### src/cbbu_pkg.sv
// Contract
// - Signed and equality register-register branch conditions.
// - Unsigned register compares for less or greater-equal.
// - Small-offset zero compares test source b signed.
// - Large-offset zero compares test source a.
// - Taken branch squashes the following instruction.
// - Any instruction may follow a branch immediately.
// - Unconditional short jump always loads target.
// - Breakpoint raises exception, code field ignored.
// - Reverse bits within each byte in place.
// - Word reverse uses low bytes, sign-extends.
// - Double reverse covers all bytes unextended.
// - Overflow branch taken on signed 32-bit overflow.
// - No-overflow branch taken when no overflow.
// - Overflow when sum bit 32 differs bit 31.
// - Badly extended inputs count as overflow.
// - Input check ignores 64-bit enable state.
// - Zero source b checks source a well-formedness.
// - Both zero: overflow never, no-overflow always.
// - Overflow branch target uses shifted offset.
package cbbu_pkg;
  localparam int XLEN      = 64;
  localparam int INSN_BYTES = 4;
  localparam int OFF16_W   = 16;
  localparam int OFF21_W   = 21;
  localparam int OFF26_W   = 26;
  localparam int OFF_SHIFT = 1;
  localparam int WORD_W    = 32;
  localparam int SUM_HI    = 32;
  localparam int SUM_LO    = 31;

  typedef enum logic [4:0] {
    CBBU_OP_NONE               = 5'h00,
    CBBU_OP_BRANCH_EQ_REGS     = 5'h01,
    CBBU_OP_BRANCH_NE_REGS     = 5'h02,
    CBBU_OP_BRANCH_LT_SIGNED   = 5'h03,
    CBBU_OP_BRANCH_GE_SIGNED   = 5'h04,
    CBBU_OP_BRANCH_LT_UNSIGNED = 5'h05,
    CBBU_OP_BRANCH_GE_UNSIGNED = 5'h06,
    CBBU_OP_BRANCH_NEG         = 5'h07,
    CBBU_OP_BRANCH_NONPOSITIVE = 5'h08,
    CBBU_OP_BRANCH_NONNEGATIVE = 5'h09,
    CBBU_OP_BRANCH_POSITIVE    = 5'h0a,
    CBBU_OP_BRANCH_IS_ZERO     = 5'h0b,
    CBBU_OP_BRANCH_NOT_ZERO    = 5'h0c,
    CBBU_OP_SHORT_JUMP         = 5'h0d,
    CBBU_OP_BREAK              = 5'h0e,
    CBBU_OP_REVERSE_WORD       = 5'h0f,
    CBBU_OP_REVERSE_DOUBLE     = 5'h10,
    CBBU_OP_BRANCH_OVF         = 5'h11,
    CBBU_OP_BRANCH_NO_OVF      = 5'h12
  } cbbu_op_t;

  typedef enum logic [1:0] {
    CBBU_ST_IDLE   = 2'b00,
    CBBU_ST_RESULT = 2'b01,
    CBBU_ST_SQUASH = 2'b11
  } cbbu_state_t;
endpackage : cbbu_pkg

### src/cbbu_ovf_if.sv
`timescale 1ns/1ps
interface cbbu_ovf_if #(parameter int XLEN = 64) ();
  logic [XLEN-1:0] src_a;
  logic [XLEN-1:0] src_b;
  logic            ovf;
  modport checker_side (input src_a, input src_b, output ovf);
  modport user_side    (output src_a, output src_b, input ovf);
endinterface : cbbu_ovf_if

### src/cbbu_byte_rev.sv
`timescale 1ns/1ps
module cbbu_byte_rev (
  input  wire logic [7:0] din,
  output logic      [7:0] dout
);
  always_comb begin
    for (int i = 0; i < 8; i++) begin
      dout[i] = din[7-i];
    end
  end
endmodule : cbbu_byte_rev

### src/cbbu_ovf_check.sv
`timescale 1ns/1ps
module cbbu_ovf_check (
  cbbu_ovf_if.checker_side ports
);
  localparam int W = cbbu_pkg::WORD_W;
  logic [W:0] sum_wide;
  logic       in_bad;
  // Wide sum of sign-extended low words
  assign sum_wide = {ports.src_a[W-1], ports.src_a[W-1:0]} + {ports.src_b[W-1], ports.src_b[W-1:0]};
  // Upper half must copy bit 31; no enable gate on purpose
  assign in_bad = (ports.src_a[63:W-1] != {33{ports.src_a[W-1]}}) ||
                  (ports.src_b[63:W-1] != {33{ports.src_b[W-1]}});
  assign ports.ovf = (sum_wide[cbbu_pkg::SUM_HI] != sum_wide[cbbu_pkg::SUM_LO]) || in_bad;
endmodule : cbbu_ovf_check

### src/cbbu_unit.sv
`timescale 1ns/1ps
module cbbu_unit #(
  parameter int XLEN = cbbu_pkg::XLEN
) (
  input  wire logic            ref_clk,
  input  wire logic            rst,
  input  wire logic            issue_valid,
  input  cbbu_pkg::cbbu_op_t   issue_op,
  input  wire logic [XLEN-1:0] issue_pc,
  input  wire logic [XLEN-1:0] source_a_val,
  input  wire logic [XLEN-1:0] source_b_val,
  input  wire logic [25:0]     issue_offset,
  input  wire logic            double_enable,
  output logic                 done_valid,
  output logic                 branch_taken,
  output logic [XLEN-1:0]      next_pc,
  output logic                 squash_next,
  output logic                 result_valid,
  output logic [XLEN-1:0]      result_data,
  output logic                 break_exc,
  output logic                 reserved_exc,
  output logic                 issue_ready
);
  ////////////////////////////////////////////////////////////////////////////
  logic [XLEN-1:0] rev_all;
  logic            ovf;
  logic            cond;
  logic            is_branch;
  logic [XLEN-1:0] seq_pc;
  logic [XLEN-1:0] off_ext;
  logic signed [XLEN-1:0] sa;
  logic signed [XLEN-1:0] sb;
  cbbu_pkg::cbbu_state_t state_q;

  genvar g;
  generate
    for (g = 0; g < XLEN / 8; g++) begin : g_rev
      cbbu_byte_rev u_rev (
        .din  (source_b_val[8*g +: 8]),
        .dout (rev_all[8*g +: 8])
      );
    end
  endgenerate

  cbbu_ovf_if #(.XLEN(XLEN)) ovf_bus ();
  assign ovf_bus.src_a = source_a_val;
  assign ovf_bus.src_b = source_b_val;
  assign ovf = ovf_bus.ovf;
  cbbu_ovf_check u_ovf (
    .ports (ovf_bus)
  );

  ////////////////////////////////////////////////////////////////////////////
  assign sa = source_a_val;
  assign sb = source_b_val;
  assign seq_pc = issue_pc + XLEN'(cbbu_pkg::INSN_BYTES);
  // No delay-slot restriction: always ready, one op per cycle
  assign issue_ready = 1'b1;

  always_comb begin
    cond      = 1'b0;
    is_branch = 1'b1;
    off_ext   = {{(XLEN-cbbu_pkg::OFF16_W){issue_offset[15]}}, issue_offset[15:0]};
    case (issue_op)
      cbbu_pkg::CBBU_OP_BRANCH_EQ_REGS:     cond = source_a_val == source_b_val;
      cbbu_pkg::CBBU_OP_BRANCH_NE_REGS:     cond = source_a_val != source_b_val;
      cbbu_pkg::CBBU_OP_BRANCH_LT_SIGNED:   cond = sa < sb;
      cbbu_pkg::CBBU_OP_BRANCH_GE_SIGNED:   cond = sa >= sb;
      cbbu_pkg::CBBU_OP_BRANCH_LT_UNSIGNED: cond = source_a_val < source_b_val;
      cbbu_pkg::CBBU_OP_BRANCH_GE_UNSIGNED: cond = source_a_val >= source_b_val;
      cbbu_pkg::CBBU_OP_BRANCH_NEG:         cond = sb < 0;
      cbbu_pkg::CBBU_OP_BRANCH_NONPOSITIVE: cond = sb <= 0;
      cbbu_pkg::CBBU_OP_BRANCH_NONNEGATIVE: cond = sb >= 0;
      cbbu_pkg::CBBU_OP_BRANCH_POSITIVE:    cond = sb > 0;
      cbbu_pkg::CBBU_OP_BRANCH_IS_ZERO: begin
        cond    = source_a_val == '0;
        off_ext = {{(XLEN-cbbu_pkg::OFF21_W){issue_offset[20]}}, issue_offset[20:0]};
      end
      cbbu_pkg::CBBU_OP_BRANCH_NOT_ZERO: begin
        cond    = source_a_val != '0;
        off_ext = {{(XLEN-cbbu_pkg::OFF21_W){issue_offset[20]}}, issue_offset[20:0]};
      end
      cbbu_pkg::CBBU_OP_SHORT_JUMP: begin
        cond    = 1'b1;
        off_ext = {{(XLEN-cbbu_pkg::OFF26_W){issue_offset[25]}}, issue_offset};
      end
      // Zero registers fall out of the checker naturally
      cbbu_pkg::CBBU_OP_BRANCH_OVF:    cond = ovf;
      cbbu_pkg::CBBU_OP_BRANCH_NO_OVF: cond = !ovf;
      default: is_branch = 1'b0;
    endcase
  end

  ////////////////////////////////////////////////////////////////////////////
  always_ff @(posedge ref_clk) begin
    if (rst) begin
      done_valid   <= 1'b0;
      branch_taken <= 1'b0;
      next_pc      <= '0;
    end else begin
      done_valid   <= issue_valid;
      branch_taken <= issue_valid && is_branch && cond;
      if (issue_valid) begin
        // Shift by one: halfword-aligned compressed targets
        next_pc <= (is_branch && cond) ? seq_pc + (off_ext << cbbu_pkg::OFF_SHIFT) : seq_pc;
      end
    end
  end

  always_ff @(posedge ref_clk) begin
    if (rst) begin
      break_exc    <= 1'b0;
      reserved_exc <= 1'b0;
    end else begin
      break_exc    <= issue_valid && issue_op == cbbu_pkg::CBBU_OP_BREAK;
      reserved_exc <= issue_valid && issue_op == cbbu_pkg::CBBU_OP_REVERSE_DOUBLE && !double_enable;
    end
  end

  always_ff @(posedge ref_clk) begin
    if (rst) begin
      result_valid <= 1'b0;
      result_data  <= '0;
    end else begin
      result_valid <= issue_valid && (issue_op == cbbu_pkg::CBBU_OP_REVERSE_WORD ||
                      (issue_op == cbbu_pkg::CBBU_OP_REVERSE_DOUBLE && double_enable));
      if (issue_valid && issue_op == cbbu_pkg::CBBU_OP_REVERSE_WORD) begin
        result_data <= {{(XLEN-32){rev_all[31]}}, rev_all[31:0]};
      end else if (issue_valid && issue_op == cbbu_pkg::CBBU_OP_REVERSE_DOUBLE && double_enable) begin
        result_data <= rev_all;
      end
    end
  end

  always_ff @(posedge ref_clk) begin
    if (rst) begin
      state_q <= cbbu_pkg::CBBU_ST_IDLE;
    end else begin
      case (state_q)
        cbbu_pkg::CBBU_ST_IDLE,
        cbbu_pkg::CBBU_ST_RESULT,
        cbbu_pkg::CBBU_ST_SQUASH: begin
          if (issue_valid && is_branch && cond) state_q <= cbbu_pkg::CBBU_ST_SQUASH;
          else if (issue_valid) state_q <= cbbu_pkg::CBBU_ST_RESULT;
          else state_q <= cbbu_pkg::CBBU_ST_IDLE;
        end
        default: state_q <= cbbu_pkg::CBBU_ST_IDLE;
      endcase
    end
  end

  // Squash comes from the state flop, so it cannot glitch into fetch
  assign squash_next = (state_q == cbbu_pkg::CBBU_ST_SQUASH);

  ////////////////////////////////////////////////////////////////////////////
  // Each check but a_squash_taken and a_idle_quiet judges the outputs one edge after the issue
  a_jump_always: assert property (@(posedge ref_clk) disable iff (rst)
    issue_valid && issue_op == cbbu_pkg::CBBU_OP_SHORT_JUMP
    |=> branch_taken && squash_next)
    else $error("short jump not taken");
  a_squash_taken: assert property (@(posedge ref_clk) disable iff (rst)
    squash_next == branch_taken)
    else $error("squash differs from taken");
  a_not_taken_pc: assert property (@(posedge ref_clk) disable iff (rst)
    issue_valid ##1 !branch_taken
    |-> next_pc == $past(issue_pc) + 64'h4)
    else $error("fallthrough pc wrong");
  a_eq_branch: assert property (@(posedge ref_clk) disable iff (rst)
    issue_valid && issue_op == cbbu_pkg::CBBU_OP_BRANCH_EQ_REGS
    |=> branch_taken == $past(source_a_val == source_b_val))
    else $error("equal branch wrong");
  a_ne_branch: assert property (@(posedge ref_clk) disable iff (rst)
    issue_valid && issue_op == cbbu_pkg::CBBU_OP_BRANCH_NE_REGS
    |=> branch_taken == $past(source_a_val != source_b_val))
    else $error("not equal branch wrong");
  a_lt_branch: assert property (@(posedge ref_clk) disable iff (rst)
    issue_valid && issue_op == cbbu_pkg::CBBU_OP_BRANCH_LT_SIGNED
    |=> branch_taken == $past($signed(source_a_val) < $signed(source_b_val)))
    else $error("signed lt wrong");
  a_ge_branch: assert property (@(posedge ref_clk) disable iff (rst)
    issue_valid && issue_op == cbbu_pkg::CBBU_OP_BRANCH_GE_SIGNED
    |=> branch_taken == $past($signed(source_a_val) >= $signed(source_b_val)))
    else $error("signed ge wrong");
  a_ult_branch: assert property (@(posedge ref_clk) disable iff (rst)
    issue_valid && issue_op == cbbu_pkg::CBBU_OP_BRANCH_LT_UNSIGNED
    |=> branch_taken == $past(source_a_val < source_b_val))
    else $error("unsigned lt wrong");
  a_uge_branch: assert property (@(posedge ref_clk) disable iff (rst)
    issue_valid && issue_op == cbbu_pkg::CBBU_OP_BRANCH_GE_UNSIGNED
    |=> branch_taken == $past(source_a_val >= source_b_val))
    else $error("unsigned ge wrong");
  a_neg_branch: assert property (@(posedge ref_clk) disable iff (rst)
    issue_valid && issue_op == cbbu_pkg::CBBU_OP_BRANCH_NEG
    |=> branch_taken == $past(source_b_val[63]))
    else $error("negative branch wrong");
  a_nonpos_branch: assert property (@(posedge ref_clk) disable iff (rst)
    issue_valid && issue_op == cbbu_pkg::CBBU_OP_BRANCH_NONPOSITIVE
    |=> branch_taken == $past(source_b_val[63] || source_b_val == 64'h0))
    else $error("nonpositive branch wrong");
  a_nonneg_branch: assert property (@(posedge ref_clk) disable iff (rst)
    issue_valid && issue_op == cbbu_pkg::CBBU_OP_BRANCH_NONNEGATIVE
    |=> branch_taken == $past(!source_b_val[63]))
    else $error("nonnegative branch wrong");
  a_pos_branch: assert property (@(posedge ref_clk) disable iff (rst)
    issue_valid && issue_op == cbbu_pkg::CBBU_OP_BRANCH_POSITIVE
    |=> branch_taken == $past(!source_b_val[63] && source_b_val != 64'h0))
    else $error("positive branch wrong");
  a_zero_branch: assert property (@(posedge ref_clk) disable iff (rst)
    issue_valid && issue_op == cbbu_pkg::CBBU_OP_BRANCH_IS_ZERO
    |=> branch_taken == $past(source_a_val == 64'h0))
    else $error("zero branch wrong");
  a_nonzero_branch: assert property (@(posedge ref_clk) disable iff (rst)
    issue_valid && issue_op == cbbu_pkg::CBBU_OP_BRANCH_NOT_ZERO
    |=> branch_taken == $past(source_a_val != 64'h0))
    else $error("nonzero branch wrong");

  a_taken_pc: assert property (@(posedge ref_clk) disable iff (rst)
    issue_valid && issue_op == cbbu_pkg::CBBU_OP_BRANCH_EQ_REGS ##1 branch_taken
    |-> next_pc == $past(issue_pc) + 64'h4 + {{47{$past(issue_offset[15])}}, $past(issue_offset[15:0]), 1'b0})
    else $error("taken target wrong");
  a_zero_target: assert property (@(posedge ref_clk) disable iff (rst)
    issue_valid && issue_op == cbbu_pkg::CBBU_OP_BRANCH_IS_ZERO ##1 branch_taken
    |-> next_pc == $past(issue_pc) + 64'h4 + {{42{$past(issue_offset[20])}}, $past(issue_offset[20:0]), 1'b0})
    else $error("large offset target wrong");
  a_jump_target: assert property (@(posedge ref_clk) disable iff (rst)
    issue_valid && issue_op == cbbu_pkg::CBBU_OP_SHORT_JUMP
    |=> next_pc == $past(issue_pc) + 64'h4 + {{37{$past(issue_offset[25])}}, $past(issue_offset), 1'b0})
    else $error("jump target wrong");
  a_ovf_target: assert property (@(posedge ref_clk) disable iff (rst)
    issue_valid && issue_op == cbbu_pkg::CBBU_OP_BRANCH_OVF ##1 branch_taken
    |-> next_pc == $past(issue_pc) + 64'h4 + {{47{$past(issue_offset[15])}}, $past(issue_offset[15:0]), 1'b0})
    else $error("overflow target wrong");
  a_issue_done: assert property (@(posedge ref_clk) disable iff (rst)
    issue_valid
    |=> done_valid)
    else $error("issue not answered");
  a_idle_quiet: assert property (@(posedge ref_clk) disable iff (rst)
    !issue_valid
    |=> !done_valid && !branch_taken && !result_valid && !break_exc && !reserved_exc)
    else $error("pulse without issue");

  a_break_trap: assert property (@(posedge ref_clk) disable iff (rst)
    issue_valid && issue_op == cbbu_pkg::CBBU_OP_BREAK
    |=> break_exc && !branch_taken)
    else $error("break not raised");
  a_break_code: assert property (@(posedge ref_clk) disable iff (rst)
    issue_valid && issue_op == cbbu_pkg::CBBU_OP_BREAK
    |=> next_pc == $past(issue_pc) + 64'h4 && !squash_next)
    else $error("break moved the pc");
  a_word_rev: assert property (@(posedge ref_clk) disable iff (rst)
    issue_valid && issue_op == cbbu_pkg::CBBU_OP_REVERSE_WORD
    |=> result_valid && result_data[7] == $past(source_b_val[0]) && result_data[63:32] == {32{result_data[31]}})
    else $error("word reverse wrong");
  a_word_msb: assert property (@(posedge ref_clk) disable iff (rst)
    issue_valid && issue_op == cbbu_pkg::CBBU_OP_REVERSE_WORD
    |=> result_data[24] == $past(source_b_val[31]) && result_data[31] == $past(source_b_val[24]))
    else $error("word top byte wrong");
  a_double_rev: assert property (@(posedge ref_clk) disable iff (rst)
    issue_valid && issue_op == cbbu_pkg::CBBU_OP_REVERSE_DOUBLE && double_enable
    |=> result_valid && !reserved_exc && result_data[56] == $past(source_b_val[63]) &&
        result_data[63] == $past(source_b_val[56]))
    else $error("double reverse wrong");
  a_double_rsvd: assert property (@(posedge ref_clk) disable iff (rst)
    issue_valid && issue_op == cbbu_pkg::CBBU_OP_REVERSE_DOUBLE && !double_enable
    |=> reserved_exc && !result_valid)
    else $error("reserved not raised");

  a_ovf_taken: assert property (@(posedge ref_clk) disable iff (rst)
    issue_valid && issue_op == cbbu_pkg::CBBU_OP_BRANCH_OVF &&
    source_a_val == 64'h000000007fffffff && source_b_val == 64'h1
    |=> branch_taken)
    else $error("positive overflow missed");
  a_ovf_negsum: assert property (@(posedge ref_clk) disable iff (rst)
    issue_valid && issue_op == cbbu_pkg::CBBU_OP_BRANCH_OVF &&
    source_a_val == 64'hffffffffffffffff && source_b_val == 64'hffffffff80000000
    |=> branch_taken)
    else $error("negative overflow missed");
  a_ovf_sum: assert property (@(posedge ref_clk) disable iff (rst)
    issue_valid && issue_op == cbbu_pkg::CBBU_OP_BRANCH_NO_OVF &&
    source_a_val == 64'h000000007fffffff && source_b_val == 64'h1
    |=> !branch_taken)
    else $error("overflow missed");
  a_nvf_taken: assert property (@(posedge ref_clk) disable iff (rst)
    issue_valid && issue_op == cbbu_pkg::CBBU_OP_BRANCH_NO_OVF &&
    source_a_val == 64'h1 && source_b_val == 64'h1
    |=> branch_taken)
    else $error("no overflow branch not taken");
  a_bad_input: assert property (@(posedge ref_clk) disable iff (rst)
    issue_valid && issue_op == cbbu_pkg::CBBU_OP_BRANCH_OVF && source_b_val == 64'h0 &&
    source_a_val == 64'h0000000080000000
    |=> branch_taken)
    else $error("bad input not overflow");
  a_upper_bad: assert property (@(posedge ref_clk) disable iff (rst)
    issue_valid && issue_op == cbbu_pkg::CBBU_OP_BRANCH_OVF && source_b_val == 64'h0 &&
    source_a_val == 64'h0000000100000000
    |=> branch_taken)
    else $error("upper bits not checked");
  a_good_input: assert property (@(posedge ref_clk) disable iff (rst)
    issue_valid && issue_op == cbbu_pkg::CBBU_OP_BRANCH_NO_OVF && source_b_val == 64'h0 &&
    source_a_val == 64'hfffffffffffffffd
    |=> branch_taken)
    else $error("good input flagged");
  a_zero_ovf: assert property (@(posedge ref_clk) disable iff (rst)
    issue_valid && issue_op == cbbu_pkg::CBBU_OP_BRANCH_OVF && source_a_val == 64'h0 && source_b_val == 64'h0
    |=> !branch_taken)
    else $error("overflow branch with zeros taken");
  a_zero_nvf: assert property (@(posedge ref_clk) disable iff (rst)
    issue_valid && issue_op == cbbu_pkg::CBBU_OP_BRANCH_NO_OVF && source_a_val == 64'h0 && source_b_val == 64'h0
    |=> branch_taken)
    else $error("no overflow branch with zeros not taken");

  c_taken: cover property (@(posedge ref_clk) disable iff (rst) branch_taken ##1 branch_taken);
  c_ovf: cover property (@(posedge ref_clk) disable iff (rst)
    issue_valid && issue_op == cbbu_pkg::CBBU_OP_BRANCH_OVF && ovf);
  c_dbl: cover property (@(posedge ref_clk) disable iff (rst) result_valid && double_enable);
  c_b2b: cover property (@(posedge ref_clk) disable iff (rst) issue_valid ##1 issue_valid && branch_taken);
  c_rsvd: cover property (@(posedge ref_clk) disable iff (rst) reserved_exc);
endmodule : cbbu_unit

### config.mk
export PLATFORM = sky130hd
export DESIGN_NAME = cbbu_unit
export DESIGN_NICKNAME = d
export VERILOG_FILES = /design/src/cbbu_pkg.sv /design/src/cbbu_ovf_if.sv /design/src/cbbu_byte_rev.sv /design/src/cbbu_ovf_check.sv /design/src/cbbu_unit.sv
export SDC_FILE = /design/constraint.sdc
export NUM_CORES = 1
export LEC_CHECK = 0
export BUFFER_PORTS_ARGS = -buffer_cell sky130_fd_sc_hd__buf_4
export CORE_MARGIN = 2
export CORE_UTILIZATION = 35
export CTS_CLUSTER_DIAMETER = 50
export DETAILED_ROUTE_END_ITERATION = 8
export PLACE_DENSITY = 0.54
export SLEW_MARGIN = 20
export SYNTH_ARGS = -nofsm -noshare
export SYNTH_HDL_FRONTEND = slang
export SYNTH_HIERARCHICAL = 1
export SYNTH_SLANG_ARGS = --single-unit
### constraint.sdc
create_clock -name ref_clk -period 7.5 [get_ports ref_clk]
set_input_delay 1.5 -clock ref_clk [delete_from_list [all_inputs] [get_ports ref_clk]]
set_output_delay 1.5 -clock ref_clk [all_outputs]
set_load 0.01 [all_outputs]
* After elaboration in Yosys (flattened, before gate mapping)
Cells that the tools add are included.
Widths: inputs -> output; s select.
** Word-level totals
- Register bits :: 135
- Word-level logic and storage cells :: 76
** Operators by class
- Eq/ne operators :: 25
- Muxes and demuxes :: 8
- Bitwise gates (word level) :: 1
- $lt $le $gt $ge :: 8
- $add $sub $neg :: 3
- Reductions and logical operators :: 23
** Operator list (number)
- $mux 64 :: 3
- $ge 64x64->1 :: 2
- $lt 64x64->1 :: 2
- $pmux 63 s2 :: 1
- $add 64x3->64 const B :: 1
- $add 64x64->64 :: 1
- $eq 64x64->1 :: 1
- $ge 64x1->1 const B :: 1
- $gt 64x1->1 const B :: 1
- $le 64x1->1 const B :: 1
- $logic_not 64->1 :: 1
- $lt 64x1->1 const B :: 1
- $ne 32x32->1 :: 2
- $ne 64x64->1 :: 1
- $reduce_bool 64->1 :: 1
- $eq 5x4->1 const B :: 8
- $add 32x32->33 :: 1
- $eq 5x3->1 const B :: 4
- $eq 5x5->1 const B :: 3
- $pmux 1 s15 :: 1
- $reduce_or 15->1 :: 1
- $eq 5x2->1 const B :: 2
- $logic_and 1x1->1 :: 10
- $eq 5x1->1 const B :: 1
- 12 further kinds :: 17

* Logic depth before layout (Yosys ltp)
- Depth after elaboration :: 7
- Depth in mapped cells :: 23
- Gate-level depth less buffers :: 19

* Modules after synthesis
Netlist, hierarchy kept.
** By module, submodules not included
- cbbu_unit :: area each 12166.7 sq um, seq. area each 2702.6 sq um, times used 1, cells each 1648
- cbbu_ovf_check :: area each 1159.9 sq um, seq. area each 0.0 sq um, times used 1, cells each 168
- cbbu_byte_rev :: area each 60.1 sq um, seq. area each 0.0 sq um, times used 8, cells each 8

* Worst setup path after synthesis
Ideal clock, no wire load.
- Path type :: input port to flip-flop
- Start point :: input port issue_op[1]
- End point :: register next_pc[60]
- Path buffers :: 2
- Path slack :: 1279 ps
- Setup time :: 117 ps
- Data arrival time :: 6104 ps
- Cell stages on the path :: 21
- Cell sequence :: clkbuf_1 nand2_1 o21ai_0 and2_1 clkbuf_1 nor2_1 a31oi_1 o21ai_0 inv_1 ha_1 and2_1 a21boi_0 a2111oi_0 nor3_1 a21oi_1 o31ai_2 a2111oi_0 a211oi_1 o31ai_1 xnor2_1 a22o_1
** On the way
- Longest elaborated chain between the ends :: 5
- Elaborated cells on any way between the ends :: 23
** RTL lines
- from (decl) :: line cbbu_unit.sv:8 : input cbbu_pkg::cbbu_op_t issue_op,
- $eq 5x4->1, or another cell as far along :: line cbbu_unit.sv:64 : case (issue_op)
- $reduce_or 2->1 (no line) / $reduce_or 15->1 (equally long branches)
- $pmux 63 s2 / $mux 1 (equally long branches) :: line cbbu_unit.sv:64
- $add 64x64->64 / $logic_and 1x1->1 (equally long branches) :: line cbbu_unit.sv:105 : next_pc <= (is_branch && cond) ? seq_pc + (off_ext << cbbu_pkg::OFF_SHIFT) : seq_pc;
- $mux 64 (*) :: line cbbu_unit.sv:105
- to (signal assigned) :: line cbbu_unit.sv:105
- to (decl) :: line cbbu_unit.sv:16 : output logic [XLEN-1:0] next_pc,
Mark *: on every way between the ends. The rest lies on a longest branch, timed or not.
A chain may end at the register's enable or synchronous reset.

* Final worst setup path
- Start point :: input port issue_op[3]
- End point :: register next_pc[60]
Same word-level chain as after synthesis.

==> flow_summary_export.csv <==
group,metric,value,unit
routing,ant_nets,0,
sta,maxSlewViolCount,0,
place,gp_congestion,0.917,
floorplanning,ios,362,
outcome,status,"finished clean",
synth,synth_cell_types,74,
power_and_ir_drop,ir_drop,0.161,mV
setup_path,cpMaxStageDelayCell,"a2111oi_0",
synth,yosysWarningCount,6,
routing,viasPerCell,5.57,
setup_path,crit_chain,"buf_4, nor2b_1, and2_1, nor2_1, a31oi_1, o21ai_0, inv_1, buf_4, ha_1, a21oi_1, o211ai_1, a2111oi_0, nor3_1, a21oi_1, o31ai_2, a2111oi_0, a211oi_1, o31ai_1, xnor2_1, a22o_1",
routing,drt_wl_total,52400,um
sta,setup_tns,0,ps
clock_tree,cts_tree,"built",
layout,regArea,0.00270,mm^2
sta,hold_viol,0,
clock_tree,insertion_delay,450,ps
synth,yosys.area.top_type,"dfxtp_1",
sta,worstMarginPinSlew,1180,ps
layout,fillers,4094,
routing,num_vias,14800,
clock_tree,cts_setup_buffers,0,
global_routing,grt_start_max_net_pins,75,
layout,fin_cells,2658,
sta,rsz0062_at_grt,"no",
worst_hold_path,min_path_type,"flop to flop",
place,dpl.hpwl,41900,um
synth,synth_nets,2266,
layout,drive_gt1_share,19.6,%
place,port_buffers,360,
routing,drc,0,
layout,nets,2513,
synth,synth_top_area_share,19.6,%
synth,seq_area_frac_synth,19.6,%
routing,wl_met2,25300,um
floorplanning,die-width,203,um
sta,setup-violations-final,0,
setup_path,path_max_fanout,16,
place,placed_cells,2626,
setup_path,worstPathRequired,7850,ps
floorplanning,initial_utilization,35.6,%
global_routing,grt_pass1_wl,80300,um
setup_path,slowest_delay,470,ps
place,dp_slack,714,ps
floorplanning,num_rows,72,
routing,drt_iter0_drc,959,
synth,synth.most_common_cell,"nand2_1",
sta,setup_ws,1180,ps
routing,dr.pass1.iters,5,
clock_tree,path_clk_slew,70,ps
global_routing,grt_pass1_vias,14500,
clock_tree,cts_buffer_depth,2,
layout,antennaDiodeCount,0,
clock_tree,h-tree-depth,4,
clock_tree,postCtsResizedCells,0,
setup_path,crit_arrival,6670,ps
floorplanning,die_area,0.0411,mm^2
setup_path,path_class,"primary input to flop",
routing,wl_met1,23300,um
synth,syn_area,0.0138,mm^2
run,max_cap_viol_count,0,
clock_tree,numCtsBuffers,17,
sta,finClkSkew,0.0415,ps
layout,multiInputGateArea,0.00991,mm^2
clock_tree,hold_buffers,0,
synth,async_flop_share,0,%
setup_path,startpoint_type,"primary input",
floorplanning,core_area,0.0388,mm^2
sta,fin_crit_sh,84.3,%
synth,yosys-top-cells-area,"dfxtp_1 (20%), ha_1 (14%), a21oi_1 (5.5%)",
sta,max_slew_margin,20.6,%
synth,yosys-top-cells-count,"nand2_1 (185), nor2_1 (174), ha_1 (158)",
global_routing,grtUsageTotal,24.7,%
layout,area_growth,23.2,%
routing,wl_met3,2700,um
power_and_ir_drop,leakagePower,7.45,nW
sta,period_minus_slack,6320,ps
synth,postSynthAreaPerCell,7.34,um^2
global_routing,overflow,0,
setup_path,worstSetupEndpointType,"flop",
routing,wl_per_cell,19.7,um
synth,ys_ff_latch,135,
sta,max_freq,0.158,GHz
synth,syn_inst,1880,
clock_tree,clockRootBuffer,"clkbuf_16",
power_and_ir_drop,power_density,155,mW/mm^2
floorplanning,die_y,203,um
synth,synthFlopType,"dfxtp_1",
routing,top_layer_used,"met4",
clock_tree,numClockSinks,135,
synth,synth_edf_count,0,
global_routing,antenna_found_initial,0,
critical path: cells and delay by family:
kind	cells	cell delay, ps
compound gates	11	2920
xor+xnor	1	100
fa+ha+maj	1	330
simple gates	4	930
buf+inv	3	870
cell type report:
cell class,instances,area share (%)
Multi-Input combinational cell,1495,58.3
Sequential cell,135,15.9
Inverter,107,2.36
Tap cell,518,3.81
Clock inverter,12,0.691
Clock buffer,20,2.63
Timing Repair Buffer,371,16.4
per-layer routing:
| layer | global-route usage, % | up-vias |
|---|---|---|
| met5 | 0 | - |
| met4 | 6.91 | 0 |
| met3 | 4.11 | 47 |
| met2 | 43.1 | 436 |
| met1 | 31.3 | 7012 |
| li1 | - | 7315 |
report_power, final:
| part | internal [mW] | switching (mW) | leakage [nW] |
|---|---|---|---|
| combinational | 0.425 | 0.572 | 6.08 |
| clock | 0.469 | 0.395 | 0.264 |
| sequential | 0.756 | 0.0234 | 1.11 |
path summary, 6_finish.rpt:
path / slack (ps) / endpoint / cells after the start / from
min: 440 / state_q[0] / 1 / state_q[1]
max reg2reg: 6590 / next_pc[53] / 2 / next_pc[53]
min reg2reg: 440 / state_q[0] / 1 / state_q[1]
max: 1180 / next_pc[60] / 20 / issue_op[3]
cells in the final DEF, fill, tap and decap left out, types with 10 or more instances in the layout:
master,n
nor3_1,64
clkbuf_16,17
and3_1,22
xnor2_1,77
nand2_1,184
nand4_1,63
o211ai_1,10
o21ai_0,72
ha_1,158
dfxtp_1,135
a21oi_1,153
a21o_1,43
a211oi_1,94
and2_1,13
o21ai_1,13
o21bai_1,15
mux2i_1,38
nand3_1,64
nor4_1,48
buf_4,371
nor2_1,173
xor2_1,38
a31oi_1,18
inv_1,107
registers in the layout, indices dropped and copies added, names as in the netlist:
name and flops:
next_pc 64, break_exc 1, reserved_exc 1, state_q 2, done_valid 1, result_data 64, result_valid 1, branch_taken 1
through the flow:
stage	utilization, %	instance area [um^2]	power [mW]	hold slack, ps
6_report	43.8	17000	2.64	444
5_1_grt	43.8	17000	2.79	476
4_1_cts	43.8	17000	2.66	446
2_1_floorplan	-	13800	1.42	411
3_5_place_dp	42.4	16400	1.78	437
3_3_place_gp	42.4	16400	1.78	422
cells by family after synthesis:
logic type	share of synthesized area, %
compound gates	23.3
xor+xnor	7.29
fa+ha+maj	14.5
buf+inv	8.77
flops	19.6
mux	2.92
other cells	0.0272
simple gates	23.7
Note: power is estimated with default switching activity, not from simulation.
